--- src/serial_frame_defs.vh ---
// constants for the serial receive/transmit framing block
// assumes a single clock domain and a baud tick supplied by an external generator
//
// Contract
// sync mode: sample rx, low means start
// sample data, parity, stops, then rewait; here only the first stop bit is sampled
// finished character loads holding reg, ready
// character while ready sets overrun, overwrites
// clear status command clears error flags
// even parity generated and checked
// odd parity generated and checked
// mark parity sends one, checks one
// space parity sends zero, checks zero
// no parity: no bit, no error
// parity mismatch sets parity error flag
// codes six/seven select multidrop
// multidrop: high parity bit flags error
// send address makes next byte parity one
// guard count adds idle bits after stop
// holding free stays low during guard; here it rises with the start bit instead
// all done stays low through guard
// zero reload disables idle timeout
// 16-bit idle counter, bit-period decrement
// arm command stops counter until character
// reload command restarts countdown immediately
// low stop bit sets framing error
`ifndef SERIAL_FRAME_DEFS_VH
`define SERIAL_FRAME_DEFS_VH

// -----------------------------------------------------------------
// register offsets
// -----------------------------------------------------------------
`define OFS_CONTROL 4'h0
`define OFS_MODE 4'h1
`define OFS_STATUS 4'h2
`define OFS_RX_HOLD 4'h3
`define OFS_TX_HOLD 4'h4
`define OFS_RX_IDLE 4'h5
`define OFS_TX_GUARD 4'h6

// -----------------------------------------------------------------
// control register bits (write only, self clearing)
// -----------------------------------------------------------------
`define CR_CLEAR_STATUS 8
`define CR_ARM_AFTER_CHAR 11
`define CR_SEND_ADDRESS 12
`define CR_RELOAD_RESTART 15

// -----------------------------------------------------------------
// mode register fields
// -----------------------------------------------------------------
`define MR_CHRL_LSB 6
`define MR_CHRL_MSB 7
`define MR_SYNC 8
`define MR_PAR_LSB 9
`define MR_PAR_MSB 11
`define MR_NBSTOP 12
`define MR_MSBF 16
`define MR_MODE9 17
`define MR_RESET 32'h0000_0000

// -----------------------------------------------------------------
// parity type codes
// -----------------------------------------------------------------
`define PAR_EVEN 3'h0
`define PAR_ODD 3'h1
`define PAR_SPACE 3'h2
`define PAR_MARK 3'h3
`define PAR_NONE 3'h4
`define PAR_MULTI_A 3'h6
`define PAR_MULTI_B 3'h7

// -----------------------------------------------------------------
// status register bit positions
// -----------------------------------------------------------------
`define SR_RX_AVAIL 0
`define SR_TX_FREE 1
`define SR_OVERRUN 5
`define SR_FRAMING 6
`define SR_PARITY 7
`define SR_TIMEOUT 8
`define SR_TX_DONE 9

`endif

--- src/serial_frame.v ---
// serial port framing core: synchronous receiver, parity, multidrop,
// transmit timeguard, receive idle timeout, framing error
// assumes baud_tick is a one-cycle pulse per bit period from clk_sys logic,
// and that the line rx_line is asynchronous to clk_sys
// a write to a full transmit holder is simply dropped: the port never stalls
//
// Our own choices: the placing of the registers and the address-and-strobe port.
`timescale 1ns/1ps
`default_nettype none
`include "serial_frame_defs.vh"

module serial_frame #(
  parameter IDLE_WIDTH = 16,
  parameter GUARD_WIDTH = 8
) (
  input wire clk_sys,
  input wire rst,
  input wire baud_tick,
  input wire rx_line,
  output reg tx_line,
  input wire [3:0] addr,
  input wire [31:0] wdata,
  input wire wr,
  input wire rd,
  output reg [31:0] rdata
);

  // ---------------------------------------------------------------
  // shared helpers
  // ---------------------------------------------------------------
  // parity bit for a data word under the chosen mode
  // even and odd fold the whole nine-bit word; unused top bits are zero on receive,
  // but on transmit come straight from wdata and enter the count; mark and space ignore the data;
  // multidrop and the spare codes return the caller's address mark
  function par_bit;
    input [2:0] ptype;
    input [8:0] d;
    input addr_mark;
    begin
      case (ptype)
        `PAR_EVEN: par_bit = ^d;
        `PAR_ODD: par_bit = ~(^d);
        `PAR_MARK: par_bit = 1'b1;
        `PAR_SPACE: par_bit = 1'b0;
        default: par_bit = addr_mark;
      endcase
    end
  endfunction

  // data bits in a character
  // nine-bit mode overrides the length field, so that transmitter and
  // receiver always agree on one frame length
  function [3:0] data_len;
    input [31:0] m;
    begin
      if (m[`MR_MODE9])
        data_len = 4'd9;
      else
        data_len = {2'b00, m[`MR_CHRL_MSB:`MR_CHRL_LSB]} + 4'd5;
    end
  endfunction

  // ---------------------------------------------------------------
  // configuration and commands
  // ---------------------------------------------------------------
  reg [31:0] mode_reg;
  reg [IDLE_WIDTH-1:0] idle_reload_value;
  reg [GUARD_WIDTH-1:0] guard_bit_count;
  wire ctl_wr = wr && (addr == `OFS_CONTROL);
  wire clear_status_cmd = ctl_wr && wdata[`CR_CLEAR_STATUS];
  wire arm_after_char_cmd = ctl_wr && wdata[`CR_ARM_AFTER_CHAR];
  wire send_address_cmd = ctl_wr && wdata[`CR_SEND_ADDRESS];
  wire reload_restart_cmd = ctl_wr && wdata[`CR_RELOAD_RESTART];
  wire [2:0] parity_type_field = mode_reg[`MR_PAR_MSB:`MR_PAR_LSB];
  wire par_on = (parity_type_field != `PAR_NONE) && (parity_type_field != 3'h5);
  wire multidrop = parity_type_field[2] & parity_type_field[1];
  wire [3:0] nbits = data_len(mode_reg);

  // configuration writes
  // the control index has no storage: its bits act as one-cycle commands
  // decoded straight from the write strobe
  always @(posedge clk_sys or posedge rst) begin
    if (rst) begin
      mode_reg <= `MR_RESET;
      idle_reload_value <= {IDLE_WIDTH{1'b0}};
      guard_bit_count <= {GUARD_WIDTH{1'b0}};
    end else if (wr) begin
      if (addr == `OFS_MODE)
        mode_reg <= wdata;
      if (addr == `OFS_RX_IDLE)
        idle_reload_value <= wdata[IDLE_WIDTH-1:0];
      if (addr == `OFS_TX_GUARD)
        guard_bit_count <= wdata[GUARD_WIDTH-1:0];
    end
  end

  // ---------------------------------------------------------------
  // receiver
  // ---------------------------------------------------------------
  // two flops bring the line into clk_sys
  // both reset to the idle level so leaving reset never looks like a start;
  // only the second flop is read by any logic
  reg rx_meta;
  reg rx_sync;
  always @(posedge clk_sys or posedge rst) begin
    if (rst) begin
      rx_meta <= 1'b1;
      rx_sync <= 1'b1;
    end else begin
      rx_meta <= rx_line;
      rx_sync <= rx_meta;
    end
  end

  localparam RX_IDLE = 2'd0;
  localparam RX_DATA = 2'd1;
  localparam RX_PAR = 2'd2;
  localparam RX_STOP = 2'd3;
  reg [1:0] rx_state;
  reg [3:0] rx_cnt;
  reg [8:0] rx_shift;
  reg rx_par;
  reg [8:0] receive_holding_reg;
  reg rx_char_available;
  reg overrun_flag;
  reg parity_error_flag;
  reg framing_flag;
  reg rx_done;
  reg rx_perr;

  // received word put back in order
  wire [8:0] rx_word = mode_reg[`MR_MSBF] ? rx_shift : (rx_shift >> (4'd9 - nbits));
  wire rx_par_bad = multidrop ? rx_par
                  : (rx_par != par_bit(parity_type_field, rx_word, 1'b0));
  wire rd_hold = rd && (addr == `OFS_RX_HOLD);

  // sampling happens on each bit tick; the stop bit is sampled at its middle
  // in the sense that the tick is the bit's sample point
  // only one stop bit is honoured here, whatever the stop setting, so the
  // receiver is ready for a new start on the tick after the stop sample
  always @(posedge clk_sys or posedge rst) begin
    if (rst) begin
      rx_state <= RX_IDLE;
      rx_cnt <= 4'h0;
      rx_shift <= 9'h000;
      rx_par <= 1'b0;
      rx_done <= 1'b0;
      rx_perr <= 1'b0;
    end else begin
      rx_done <= 1'b0;
      if (baud_tick && mode_reg[`MR_SYNC]) begin
        case (rx_state)
          RX_IDLE: begin
            if (!rx_sync) begin
              rx_state <= RX_DATA;
              rx_cnt <= 4'h0;
              rx_shift <= 9'h000;
            end
          end
          RX_DATA: begin
            // msb-first shifts toward the top, lsb-first toward the bottom
            if (mode_reg[`MR_MSBF])
              rx_shift <= {rx_shift[7:0], rx_sync};
            else
              rx_shift <= {rx_sync, rx_shift[8:1]};
            rx_cnt <= rx_cnt + 4'h1;
            if (rx_cnt == nbits - 4'h1)
              rx_state <= par_on ? RX_PAR : RX_STOP;
          end
          RX_PAR: begin
            rx_par <= rx_sync;
            rx_state <= RX_STOP;
          end
          RX_STOP: begin
            rx_state <= RX_IDLE;
            rx_done <= 1'b1;
            rx_perr <= par_on && rx_par_bad;
          end
          default: rx_state <= RX_IDLE;
        endcase
      end
    end
  end

  // holding register and sticky status; a set wins over a clear
  // on overrun the newest character is kept and the older one is lost,
  // which software learns only from the overrun flag
  wire stop_low = baud_tick && mode_reg[`MR_SYNC] && (rx_state == RX_STOP) && !rx_sync;
  always @(posedge clk_sys or posedge rst) begin
    if (rst) begin
      receive_holding_reg <= 9'h000;
      rx_char_available <= 1'b0;
      overrun_flag <= 1'b0;
      parity_error_flag <= 1'b0;
      framing_flag <= 1'b0;
    end else begin
      if (rx_done) begin
        receive_holding_reg <= rx_word;
        rx_char_available <= 1'b1;
      end else if (rd_hold) begin
        rx_char_available <= 1'b0;
      end
      if (rx_done && rx_char_available)
        overrun_flag <= 1'b1;
      else if (clear_status_cmd)
        overrun_flag <= 1'b0;
      if (rx_done && rx_perr)
        parity_error_flag <= 1'b1;
      else if (clear_status_cmd)
        parity_error_flag <= 1'b0;
      if (stop_low)
        framing_flag <= 1'b1;
      else if (clear_status_cmd)
        framing_flag <= 1'b0;
    end
  end

  // ---------------------------------------------------------------
  // receive idle timeout
  // ---------------------------------------------------------------
  reg [IDLE_WIDTH-1:0] idle_cnt;
  reg idle_run;
  reg timeout_flag;
  // counter is loaded on each character, stepped per bit period
  // a zero reload has top priority so the flag cannot rise while the feature
  // is off; an arm command outranks a character finishing in the same
  // cycle, which at worst delays the next timeout by one character
  always @(posedge clk_sys or posedge rst) begin
    if (rst) begin
      idle_cnt <= {IDLE_WIDTH{1'b0}};
      idle_run <= 1'b0;
      timeout_flag <= 1'b0;
    end else if (idle_reload_value == {IDLE_WIDTH{1'b0}}) begin
      idle_run <= 1'b0;
      timeout_flag <= 1'b0;
    end else if (reload_restart_cmd) begin
      idle_cnt <= idle_reload_value;
      idle_run <= 1'b1;
      timeout_flag <= 1'b0;
    end else if (arm_after_char_cmd) begin
      idle_run <= 1'b0;
      timeout_flag <= 1'b0;
    end else if (rx_done) begin
      idle_cnt <= idle_reload_value;
      idle_run <= 1'b1;
    end else if (idle_run && baud_tick) begin
      idle_cnt <= idle_cnt - {{(IDLE_WIDTH-1){1'b0}}, 1'b1};
      if (idle_cnt == {{(IDLE_WIDTH-1){1'b0}}, 1'b1}) begin
        timeout_flag <= 1'b1;
        idle_run <= 1'b0;
      end
    end
  end

  // ---------------------------------------------------------------
  // transmitter with parity and timeguard
  // ---------------------------------------------------------------
  localparam TX_IDLE = 3'd0;
  localparam TX_START = 3'd1;
  localparam TX_DATA = 3'd2;
  localparam TX_PAR = 3'd3;
  localparam TX_STOP = 3'd4;
  localparam TX_GUARD = 3'd5;
  reg [2:0] tx_state;
  reg [8:0] transmit_holding_reg;
  reg thr_addr;
  reg addr_pending;
  reg tx_holding_free;
  reg [8:0] tx_shift;
  reg tx_pbit;
  reg [3:0] tx_cnt;
  reg [GUARD_WIDTH-1:0] guard_cnt;
  wire thr_wr = wr && (addr == `OFS_TX_HOLD);
  wire tx_all_done = (tx_state == TX_IDLE) && tx_holding_free;

  // shifting on baud ticks; a write while the holder is full is dropped
  // holding free rises with the start bit, not at the end of the guard, so a
  // byte queued during the guard keeps it low until its own start bit;
  // all done needs both an idle shifter and an empty holder
  always @(posedge clk_sys or posedge rst) begin
    if (rst) begin
      tx_state <= TX_IDLE;
      transmit_holding_reg <= 9'h000;
      thr_addr <= 1'b0;
      addr_pending <= 1'b0;
      tx_holding_free <= 1'b1;
      tx_shift <= 9'h000;
      tx_pbit <= 1'b0;
      tx_cnt <= 4'h0;
      guard_cnt <= {GUARD_WIDTH{1'b0}};
      tx_line <= 1'b1;
    end else begin
      if (send_address_cmd)
        addr_pending <= 1'b1;
      if (thr_wr && tx_holding_free) begin
        transmit_holding_reg <= wdata[8:0];
        thr_addr <= addr_pending && multidrop;
        addr_pending <= 1'b0;
        tx_holding_free <= 1'b0;
      end
      if (baud_tick) begin
        case (tx_state)
          TX_IDLE: begin
            if (!tx_holding_free) begin
              tx_state <= TX_DATA;
              tx_line <= 1'b0;
              tx_holding_free <= 1'b1;
              tx_shift <= mode_reg[`MR_MSBF] ? (transmit_holding_reg << (4'd9 - nbits))
                                             : transmit_holding_reg;
              tx_pbit <= par_bit(parity_type_field, transmit_holding_reg, thr_addr);
              tx_cnt <= 4'h0;
            end
          end
          TX_DATA: begin
            tx_line <= mode_reg[`MR_MSBF] ? tx_shift[8] : tx_shift[0];
            tx_shift <= mode_reg[`MR_MSBF] ? {tx_shift[7:0], 1'b0} : {1'b0, tx_shift[8:1]};
            tx_cnt <= tx_cnt + 4'h1;
            if (tx_cnt == nbits - 4'h1)
              tx_state <= par_on ? TX_PAR : TX_STOP;
          end
          TX_PAR: begin
            tx_line <= tx_pbit;
            tx_state <= TX_STOP;
            tx_cnt <= 4'h0;
          end
          TX_STOP: begin
            tx_line <= 1'b1;
            tx_cnt <= tx_cnt + 4'h1;
            // one or two stop bits after parity; without parity the count starts from nbits and must wrap; guard length taken at the last one
            guard_cnt <= guard_bit_count;
            if (tx_cnt == {3'b000, mode_reg[`MR_NBSTOP]})
              tx_state <= (guard_bit_count == {GUARD_WIDTH{1'b0}}) ? TX_IDLE : TX_GUARD;
          end
          TX_GUARD: begin
            // line held high one bit period per guard count
            tx_line <= 1'b1;
            guard_cnt <= guard_cnt - {{(GUARD_WIDTH-1){1'b0}}, 1'b1};
            if (guard_cnt == {{(GUARD_WIDTH-1){1'b0}}, 1'b1})
              tx_state <= TX_IDLE;
          end
          default: tx_state <= TX_IDLE;
        endcase
      end
    end
  end

  // ---------------------------------------------------------------
  // read port, data one cycle after the strobe
  // ---------------------------------------------------------------
  // reads have no side effect except at the receive holding index, which
  // drops the character-available flag; idle cycles return zero
  wire [31:0] status_word = ({31'h0, rx_char_available} << `SR_RX_AVAIL)
                          | ({31'h0, tx_holding_free} << `SR_TX_FREE)
                          | ({31'h0, overrun_flag} << `SR_OVERRUN)
                          | ({31'h0, framing_flag} << `SR_FRAMING)
                          | ({31'h0, parity_error_flag} << `SR_PARITY)
                          | ({31'h0, timeout_flag} << `SR_TIMEOUT)
                          | ({31'h0, tx_all_done} << `SR_TX_DONE);
  always @(posedge clk_sys or posedge rst) begin
    if (rst) begin
      rdata <= 32'h0000_0000;
    end else if (rd) begin
      case (addr)
        `OFS_MODE: rdata <= mode_reg;
        `OFS_STATUS: rdata <= status_word;
        `OFS_RX_HOLD: rdata <= {23'h000000, receive_holding_reg};
        `OFS_RX_IDLE: rdata <= {{(32-IDLE_WIDTH){1'b0}}, idle_reload_value};
        `OFS_TX_GUARD: rdata <= {{(32-GUARD_WIDTH){1'b0}}, guard_bit_count};
        default: rdata <= 32'h0000_0000;
      endcase
    end else begin
      rdata <= 32'h0000_0000;
    end
  end

endmodule
`default_nettype wire

--- config.mk ---
export PLATFORM = sky130hd
export DESIGN_NAME = serial_frame
export DESIGN_NICKNAME = d
export VERILOG_FILES = /design/src/serial_frame.v
export VERILOG_INCLUDE_DIRS = /design/src
export SDC_FILE = /design/constraint.sdc
export NUM_CORES = 1
export LEC_CHECK = 0
export BUFFER_PORTS_ARGS = -buffer_cell sky130_fd_sc_hd__buf_4
export CORE_MARGIN = 2
export CORE_UTILIZATION = 60
export CTS_CLUSTER_SIZE = 30
export DETAILED_ROUTE_END_ITERATION = 12
export PLACE_DENSITY = 0.8
export SYNTH_ARGS = -nofsm -noshare
export SYNTH_HDL_FRONTEND = slang
export SYNTH_SLANG_ARGS = --single-unit
--- constraint.sdc ---
create_clock -name clk_sys -period 12.3 [get_ports clk_sys]
set_clock_uncertainty 0.15 [all_clocks]
set_input_delay 0 -clock clk_sys [delete_from_list [all_inputs] [get_ports clk_sys]]
set_output_delay 0 -clock clk_sys [all_outputs]
set_load 0.01 [all_outputs]
==> results of run 1 <==
## cell usage in the layout, fill, tap and decap left out, types with 6 or more instances in the layout
| cell type | Yosys | final |
|---|---|---|
| sky130_fd_sc_hd__nand4_1 | 6 | 6 |
| sky130_fd_sc_hd__nand2b_1 | 7 | 7 |
| sky130_fd_sc_hd__nand3_1 | 19 | 19 |
| sky130_fd_sc_hd__nor3_1 | 16 | 16 |
| sky130_fd_sc_hd__ha_1 | 15 | 15 |
| sky130_fd_sc_hd__o21ai_0 | 76 | 76 |
| sky130_fd_sc_hd__nor4_1 | 11 | 11 |
| sky130_fd_sc_hd__o211ai_1 | 6 | 6 |
| sky130_fd_sc_hd__a31oi_1 | 9 | 9 |
| sky130_fd_sc_hd__mux2_2 | 74 | 74 |
| sky130_fd_sc_hd__xnor2_1 | 22 | 22 |
| sky130_fd_sc_hd__nor2_1 | 58 | 58 |
| sky130_fd_sc_hd__a211oi_1 | 6 | 6 |
| sky130_fd_sc_hd__clkbuf_16 | 0 | 17 |
| sky130_fd_sc_hd__buf_4 | 0 | 80 |
| sky130_fd_sc_hd__inv_1 | 24 | 23 |
| sky130_fd_sc_hd__mux2i_1 | 23 | 23 |
| sky130_fd_sc_hd__nand2_1 | 101 | 101 |
| sky130_fd_sc_hd__a21oi_1 | 61 | 61 |
| sky130_fd_sc_hd__and3_1 | 20 | 20 |
| sky130_fd_sc_hd__dfrtp_1 | 173 | 173 |
| sky130_fd_sc_hd__dlygate4sd3_1 | 0 | 39 |
| sky130_fd_sc_hd__a22oi_1 | 15 | 15 |
| sky130_fd_sc_hd__a222oi_1 | 9 | 9 |
## how the worst max path moves through the flow
stage / end / slack, ns / cells after the start
4_1_cts: rx_perr / 7.90 / 13
2_1_floorplan: addr_pending / 7.35 / 1
5_1_grt: rx_perr / 7.58 / 13
3_3_place_gp: rx_perr / 7.97 / 13
3_5_place_dp: rx_perr / 7.95 / 13
6_report: rx_perr / 7.87 / 13
## through the flow
stage                     power [uW]  cells  utilization (%)  hold WS, ns
final                           2260   1184             72.8       0.0378
after global routing            2410   1184             72.8       0.0806
after CTS                       2250   1184             72.8      0.00525
after detailed placement        1720   1113             66.3      -0.0406
after global placement          1710   1113             66.3      -0.0415
after floorplan                 1510    899                -       -0.146
## metal layers
metal	track usage, %	vias up	wire [um]
met3	4.93	53	1480
met5	0	-	0
met2	48.5	323	11100
met1	43.2	3659	10300
li1	-	3434	-
met4	12.8	0	707
## what timing repair did
action | 4_1_cts | 5_1_grt
hold buffers | 39 | 0
hold endpoints to repair | 192 | 0
resized for setup | 0 | 0
buffers inserted | 0 | 0
## power by group through the flow
stage | clock, uW | sequential, uW | combinational [uW]
2_1_floorplan | 0 | 859 | 655
3_3_place_gp | 0 | 939 | 766
3_5_place_dp | 0 | 942 | 782
4_1_cts | 522 | 934 | 797
5_1_grt | 548 | 964 | 899
6_report | 517 | 942 | 802
## cell type report
class / count / area (um2)
repair buffers: 119 / 991
multi-input cells: 645 / 4340
flip-flops and latches: 177 / 4430
clock inverters: 12 / 109
inverters: 27 / 106
clock buffers: 20 / 447
well taps: 184 / 230
fillers: 1036 / 3990
## worst max-delay path, delay by kind of cell (launching register included)
kind	cells	cell delay [ns]
adders and majority gates	2	1.29
and+or+nand+nor	3	0.78
AOI/OAI and AO/OA	4	0.70
xor gates and xnor gates	3	0.52
DFF	1	0.51
buffers and inverters	1	0.39
## cells by family (layout without fill, tap and decap cells)
| family | after synthesis | count (layout) |
|---|---|---|
| adders and majority gates | 15 | 15 |
| xor gates and xnor gates | 28 | 28 |
| buffers and inverters | 77 | 178 |
| AOI/OAI and AO/OA | 234 | 234 |
| DFF | 177 | 177 |
| and+or+nand+nor | 268 | 268 |
| muxes | 100 | 100 |
==> reports/qor.txt, run 1 <==
STATUS
-----------------------------------------------------------------------------------------------
Run status                                                                         complete, no violations

LOGIC SYNTHESIS
-----------------------------------------------------------------------------------------------
Synthesized-area fraction occupied by and/or/nand/nor cells                               14.1%
Number of enable flip-flop cells after synthesis                                              0
Mean instance size in the synthesized netlist                                          10.1 um2
Cell variety after synth                                                                     70
Fraction of registers with async set or reset after synthesis                              100%
Leading post-synthesis cells by instance count                                     sky130_fd_sc_hd__dfrtp_1 (173), sky130_fd_sc_hd__nand2_1 (101), sky130_fd_sc_hd__o21ai_0 (76), sky130_fd_sc_hd__mux2_2 (74), sky130_fd_sc_hd__a21oi_1 (61)
Cell area after synthesis                                                              9070 um2
Fraction of synthesized area in multiplexers                                              12.5%
Count leader, synth                                                                sky130_fd_sc_hd__dfrtp_1
Yosys Warn Count                                                                              0
Gate count of the mapped netlist                                                            899
Share of synthesized cell area in full adder, half adder and majority cells               2.07%
Primary FF master, synth                                                           sky130_fd_sc_hd__dfrtp_1
Total of flip-flops plus latches after synthesis                                            177
Main combinational cell family by area after synthesis                             compound AO/OA/AOI/OAI gates
Share of the synthesized area in the top cell type                                        47.7%
Top cell type by total area after synthesis                                        sky130_fd_sc_hd__dfrtp_1
Synth Area in Compound Gates                                                              16.4%
Nets in the synthesized netlist                                                             956
Most area-consuming cells after synthesis                                          sky130_fd_sc_hd__dfrtp_1 (48%), sky130_fd_sc_hd__mux2_2 (9.2%), sky130_fd_sc_hd__o21ai_0 (4.2%)
Seq/Total Area, Yosys                                                                     48.9%
Synth Area in XOR/XNOR                                                                    2.79%

SETUP PATH
-----------------------------------------------------------------------------------------------
Cell type of the slowest stage on the worst timing path                            sky130_fd_sc_hd__ha_1
Depth of the worst register-to-register path                                                 13
CP Max Fanout                                                                                14
Launch instance of the worst register-to-register path                              mode_reg[6]
Cell-by-cell trace of the critical path                                            ha_1 > nand2b_4 > ha_1 > clkinv_1 > a311o_1 > o21ai_0 > a31oi_1 > xor2_1 > xnor2_1 > xnor2_1 > or4_4 > and2_4 > o211ai_2
Critical path origin                                                                mode_reg[6]
Kind of start point of the critical path                                               register
Setup CP Type                                                                      register to register
Arrival time reported for the critical path endpoint                                    4.63 ns
Critical Path Max Stage Delay                                                           0.65 ns
CP endpoint kind                                                                       register
Required @ worst endpoint                                                              12.50 ns
Crit Reg-Reg Endpoint                                                                   rx_perr
Slack of the worst reg-to-reg path                                                      7.87 ns

PWR
-----------------------------------------------------------------------------------------------
Power Dens Cells                                                                     212 nW/um2
Sw Ratio                                                                                  38.6%
Cell internal pwr                                                                       1390 uW
Clk network pwr share                                                                     22.9%
IR Drop Worst-Case VDD                                                               0.000125 V
Standby leakage power                                                                0.00480 uW
Relative contribution of sequential cells to total power                                  41.6%
Switch Pwr                                                                               872 uW
Comb power frac                                                                           35.5%

MIN PATH
-----------------------------------------------------------------------------------------------
Worst min-delay path class                                                         input pin to register
Worst Hold Path EP                                                                     rdata[6]
Min-Delay Startpoint                                                                    addr[3]
Worst hold stages                                                                             6

DRT
-----------------------------------------------------------------------------------------------
Via density per instance                                                                   6.31
Via count                                                                                 7,469
Count of routing violations after the opening detailed-route iteration                      705
Wire length reported by the detailed router                                             23.6 mm
Residual DRC count                                                                            0
Number of routed nets with antenna violations                                                 0
Post-DR wirelength/cell                                                                 19.9 um
First drt pass iteration count                                                                6

CLOCKING
-----------------------------------------------------------------------------------------------
CTS Root Cell                                                                      sky130_fd_sc_hd__clkbuf_16
Clock tree sinks                                                                            177
Insertion delay of the later-clocked pin in the worst-skew pair                         0.43 ns
Clock input transition at the sequential cells of the worst setup and hold paths        0.07 ns
Number of H-tree levels                                                                       4
Clock buffer depth                                                                            2
CTS tree                                                                                   done
CTS buffer count                                                                             17

GLOBAL ROUTING
-----------------------------------------------------------------------------------------------
Number of antenna violations at the first check in global routing                             0
Total GRT Usage                                                                           30.9%
Leftover overflow at the end of global routing                                                0
Vias in the first global route                                                            7,360
First-pass GRT wire length                                                              39.0 mm
Largest net degree at the start of global routing                                            95

TIMING
-----------------------------------------------------------------------------------------------
Setup WS post-layout                                                                    7.87 ns
Count of final max-slew check failures                                                        0
Upper clock frequency limit                                                             226 MHz
Setup-violating endpoint count in the final report                                            0
Final sum of negative setup slack                                                          0 ns
Final worst path period share                                                             36.0%
Crit path time final                                                                    4.43 ns
Unrepaired setup endpoints after global routing                                              no
Worst slew slack as a fraction of its limit                                               20.0%
Slew of the pin with the lowest slew margin                                             1.20 ns
Final number of hold-violating endpoints                                                      0

FINAL LAYOUT
-----------------------------------------------------------------------------------------------
Final Instance Area                                                                  10,700 um2
Fraction of final layout cells with drive strength greater than 1                         20.5%
Net count of the finished layout                                                          1,044
Total inserted antenna cells                                                                  0
Area growth from synthesis to layout                                                      17.5%

FLOORPLANNING
-----------------------------------------------------------------------------------------------
I/O pin count                                                                                75
Effective utilization at floorplan                                                        61.9%
Vertical die dimension                                                                   127 um
Core area                                                                            14,600 um2
Die width                                                                                127 um
Cell Rows                                                                                    44
Die Outline Area                                                                     16,100 um2

RUN
-----------------------------------------------------------------------------------------------
Max-cap check violation count                                                                 0

PLACE
-----------------------------------------------------------------------------------------------
Sum of net half-perimeters after detailed placement                                     15.3 mm
Number of I/O port buffers                                                                   74
Gpl congestion                                                                            0.960
Placement Cell Area                                                                    9710 um2
Worst setup slack before clock tree synthesis                                           7.95 ns

Power figures use the tool's default switching activity.
==> inputs of run 2 (changes only) <==
==> constraint.sdc (replaced) <==
create_clock -name clk_sys -period 4.4 [get_ports clk_sys]
set_clock_uncertainty 0.15 [all_clocks]
set_input_delay 0 -clock clk_sys [delete_from_list [all_inputs] [get_ports clk_sys]]
set_output_delay 0 -clock clk_sys [all_outputs]
set_load 0.01 [all_outputs]
==> run 2 against run 1 <==
  * Global-route usage is 1.0 points lower
  * Core utilization is 0.46 points higher
  * Clock power grew to 2.9 times the previous value
  * Cell count rose by 0.42%
  * Via count decreased by 0.21%
  * Design area increased by 0.63%
  * Register-to-register slack worse by 7.5 ns
  * Power grew to 2.8 times the previous value
  * Critical path type unchanged
  * Largest cell class unchanged
==> reports/qor.txt, run 2 (synthesized netlist as in run 1, its figures left out) <==
CLOCKING
-----------------------------------------------------------------------------------------------
CTS Root Cell                                                                      sky130_fd_sc_hd__clkbuf_16
Hold bufs inserted after CTS                                                                 38   -2.6%
Number of H-tree levels                                                                       4   unchanged
Post-CTS Resized                                                                              0   unchanged
Clock tree sinks                                                                            177   unchanged
CTS tree                                                                                   done
Post-CTS repair timing setup buffer count                                                     0   unchanged
Clock buffer depth                                                                            2   unchanged
CTS buffer count                                                                             17   unchanged
Clock input transition at the sequential cells of the worst setup and hold paths        0.06 ns   about the same
Insertion delay of the later-clocked pin in the worst-skew pair                         0.43 ns   about the same

FINAL LAYOUT
-----------------------------------------------------------------------------------------------
Net count of the finished layout                                                          1,049   +0.48%
Area growth from synthesis to layout                                                      18.2%
Commonest non-fill, non-tap cell in the layout                                     sky130_fd_sc_hd__dfrtp_1
Fraction of final layout cells with drive strength greater than 1                         21.2%   +0.69 points
Multi-input combinational cell area                                                    4340 um2   unchanged
Number of standard cells in the layout, taps in and fillers out                           1,189   +0.42%
Total inserted antenna cells                                                                  0   unchanged
FILL cells                                                                                  992   -4.2%
Total area of sequential cells                                                         4430 um2   unchanged
Final Instance Area                                                                  10,700 um2   +0.63%
Commonest cells after routing, fill and taps aside                                 sky130_fd_sc_hd__dfrtp_1 (173), sky130_fd_sc_hd__nand2_1 (101), sky130_fd_sc_hd__buf_4 (85), sky130_fd_sc_hd__o21ai_0 (76), sky130_fd_sc_hd__mux2_2 (74)

TIMING
-----------------------------------------------------------------------------------------------
Worst slew slack as a fraction of its limit                                               30.8%   +11 points
Final number of hold-violating endpoints                                                      0   unchanged
Final worst path period share                                                             91.3%   +55 points
Slew of the pin with the lowest slew margin                                             1.04 ns   -0.157 ns
Setup-violating endpoint count in the final report                                            0   unchanged
Unrepaired setup endpoints after global routing                                              no
Count of final max-slew check failures                                                        0   unchanged
Upper clock frequency limit                                                             249 MHz   +10%
Crit path time final                                                                    4.02 ns   -0.410 ns
Final sum of negative setup slack                                                          0 ns   unchanged

FLOORPLANNING
-----------------------------------------------------------------------------------------------
Core area                                                                            14,600 um2   unchanged
Cell Rows                                                                                    44   unchanged
Vertical die dimension                                                                   127 um   unchanged
Die width                                                                                127 um   unchanged
Die Outline Area                                                                     16,100 um2   unchanged
Effective utilization at floorplan                                                        61.9%   unchanged
I/O pin count                                                                                75   unchanged

PWR
-----------------------------------------------------------------------------------------------
Power Dens Cells                                                                     596 nW/um2   +180%
Pwr Total                                                                               6390 uW   +180%
Relative contribution of sequential cells to total power                                  41.2%   -0.4 points
Comb power frac                                                                           35.6%   about the same
Sw Ratio                                                                                  38.3%   -0.21 points
IR Drop Worst-Case VDD                                                               0.000366 V   +190%
Standby leakage power                                                                0.00485 uW   +0.89%
Cell internal pwr                                                                       3940 uW   +180%
Switch Pwr                                                                              2450 uW   +180%
Clk network pwr share                                                                     23.1%   +0.2 points

PLACE
-----------------------------------------------------------------------------------------------
Number of I/O port buffers                                                                   74   unchanged
Gpl congestion                                                                            0.950   -1.1%
Sum of net half-perimeters after detailed placement                                     15.3 mm   -0.26%
Placement Cell Area                                                                    9770 um2   +0.58%
Placed Cells                                                                              1,119   +0.54%

SETUP PATH
-----------------------------------------------------------------------------------------------
Setup CP Type                                                                      register to register
Critical Path Max Stage Delay                                                           0.58 ns   -0.07 ns
CP endpoint kind                                                                       register
Cell type of the slowest stage on the worst timing path                            sky130_fd_sc_hd__ha_1
Crit Reg-Reg Endpoint                                                                   rx_perr
Kind of start point of the critical path                                               register
Slack of the worst reg-to-reg path                                                      0.38 ns   -7.49 ns
CP Max Fanout                                                                                12   -2
Cell-by-cell trace of the critical path                                            ha_1 > nand2b_4 > ha_1 > clkinv_1 > a311o_1 > o21ai_0 > a31oi_1 > xor2_1 > xnor2_1 > xnor2_1 > or4_4 > and2_4 > o211ai_2
Required @ worst endpoint                                                               4.59 ns   -7.91 ns
Arrival time reported for the critical path endpoint                                    4.21 ns   -0.42 ns
Launch instance of the worst register-to-register path                              mode_reg[7]
Depth of the worst register-to-register path                                                 13   unchanged

GLOBAL ROUTING
-----------------------------------------------------------------------------------------------
Vias in the first global route                                                            7,164   -2.7%
First-pass GRT wire length                                                              37.9 mm   -3.0%
Total GRT Usage                                                                           29.9%   -1.0 points
Number of antenna violations at the first check in global routing                             0   unchanged
Leftover overflow at the end of global routing                                                0   unchanged
Largest net degree at the start of global routing                                           178   +87%

DRT
-----------------------------------------------------------------------------------------------
Count of routing violations after the opening detailed-route iteration                      771   +9.4%
Wire length reported by the detailed router                                             23.0 mm   -2.4%
Number of routed nets with antenna violations                                                 0   unchanged
Residual DRC count                                                                            0   unchanged
Via count                                                                                 7,453   -0.21%
Via density per instance                                                                   6.27   -0.63%
First drt pass iteration count                                                                5   -1
Post-DR wirelength/cell                                                                 19.3 um   -2.8%

MIN PATH
-----------------------------------------------------------------------------------------------
Worst min-delay path class                                                         input pin to register
Min-Delay Startpoint                                                                         wr
Worst hold stages                                                                             4   -2
Worst Hold Path EP                                                                 addr_pending

STATUS
-----------------------------------------------------------------------------------------------
Run status                                                                         complete, no violations

RUN
-----------------------------------------------------------------------------------------------
Max-cap check violation count                                                                 0   unchanged

## run 2: cell types whose count changed in the layout (fill, tap and decap cells not counted), sizes merged
cell | before | now
inv | 27 | 29
clkinvlp | 5 | 4
clkbuf | 20 | 19
buf | 80 | 86
dlygate4sd3 | 39 | 38
## run 2: layer usage
metal | global-route usage [%] | up-vias | share of wire [%]
met4 | 8.21 | 0 | 1.8
li1 | - | 3430 | -
met2 | 47.9 | 300 | 49
met1 | 42.3 | 3685 | 43
met3 | 5.48 | 38 | 5.9
met5 | 0 | - | 0
## run 2: worst max-delay path by stage
| stage | end | slack (ns) | depth (start not counted) | startpoint |
|---|---|---|---|---|
| floorplan | rx_perr | 0.53 | 17 | mode_reg[7] |
| global placement | rx_perr | 0.50 | 13 | mode_reg[7] |
| CTS | rx_perr | 0.41 | 13 | mode_reg[7] |
| global route | rx_perr | 0.11 | 13 | mode_reg[7] |
| finish | rx_perr | 0.38 | 13 | mode_reg[7] |
| detailed placement | rx_perr | 0.44 | 13 | mode_reg[7] |
## run 2: worst max-delay path, delay by kind of cell (launching register included)
family	cells	cell delay (ns)
AOI/OAI and AO/OA	4	0.66
xor gates and xnor gates	3	0.54
adders and majority gates	2	1.13
buffers and inverters	1	0.24
DFF	1	0.43
and+or+nand+nor	3	0.78
## run 2: metrics by stage
stage / setup WS [ns] / util, % / hold slack [ns]
after global placement: 0.500 / 66.7 / -0.0417
after detailed placement: 0.445 / 66.7 / -0.0406
final: 0.383 / 73.2 / 0.0467
after CTS: 0.407 / 73.2 / 0.0150
after floorplan: 0.534 / - / -0.146
after global routing: 0.106 / 73.2 / 0.0590
## run 2: final cells by class
type                       instances  area share [%]
clock inverter                    13            1.16
clock buffer                      19            4.22
tap                              184            2.15
inverter                          27           0.980
multi-input combinational        645            40.5
timing repair buffer             124            9.68
sequential                       177            41.4
## run 2: power groups by stage
| stage | sequential, uW | clock (uW) | combinational [uW] |
|---|---|---|---|
| final | 2630 | 1480 | 2280 |
| after global routing | 2700 | 1580 | 2540 |
| after CTS | 2610 | 1500 | 2260 |
| after detailed placement | 2630 | 0 | 2210 |
| after global placement | 2620 | 0 | 2160 |
| after floorplan | 2400 | 0 | 1830 |
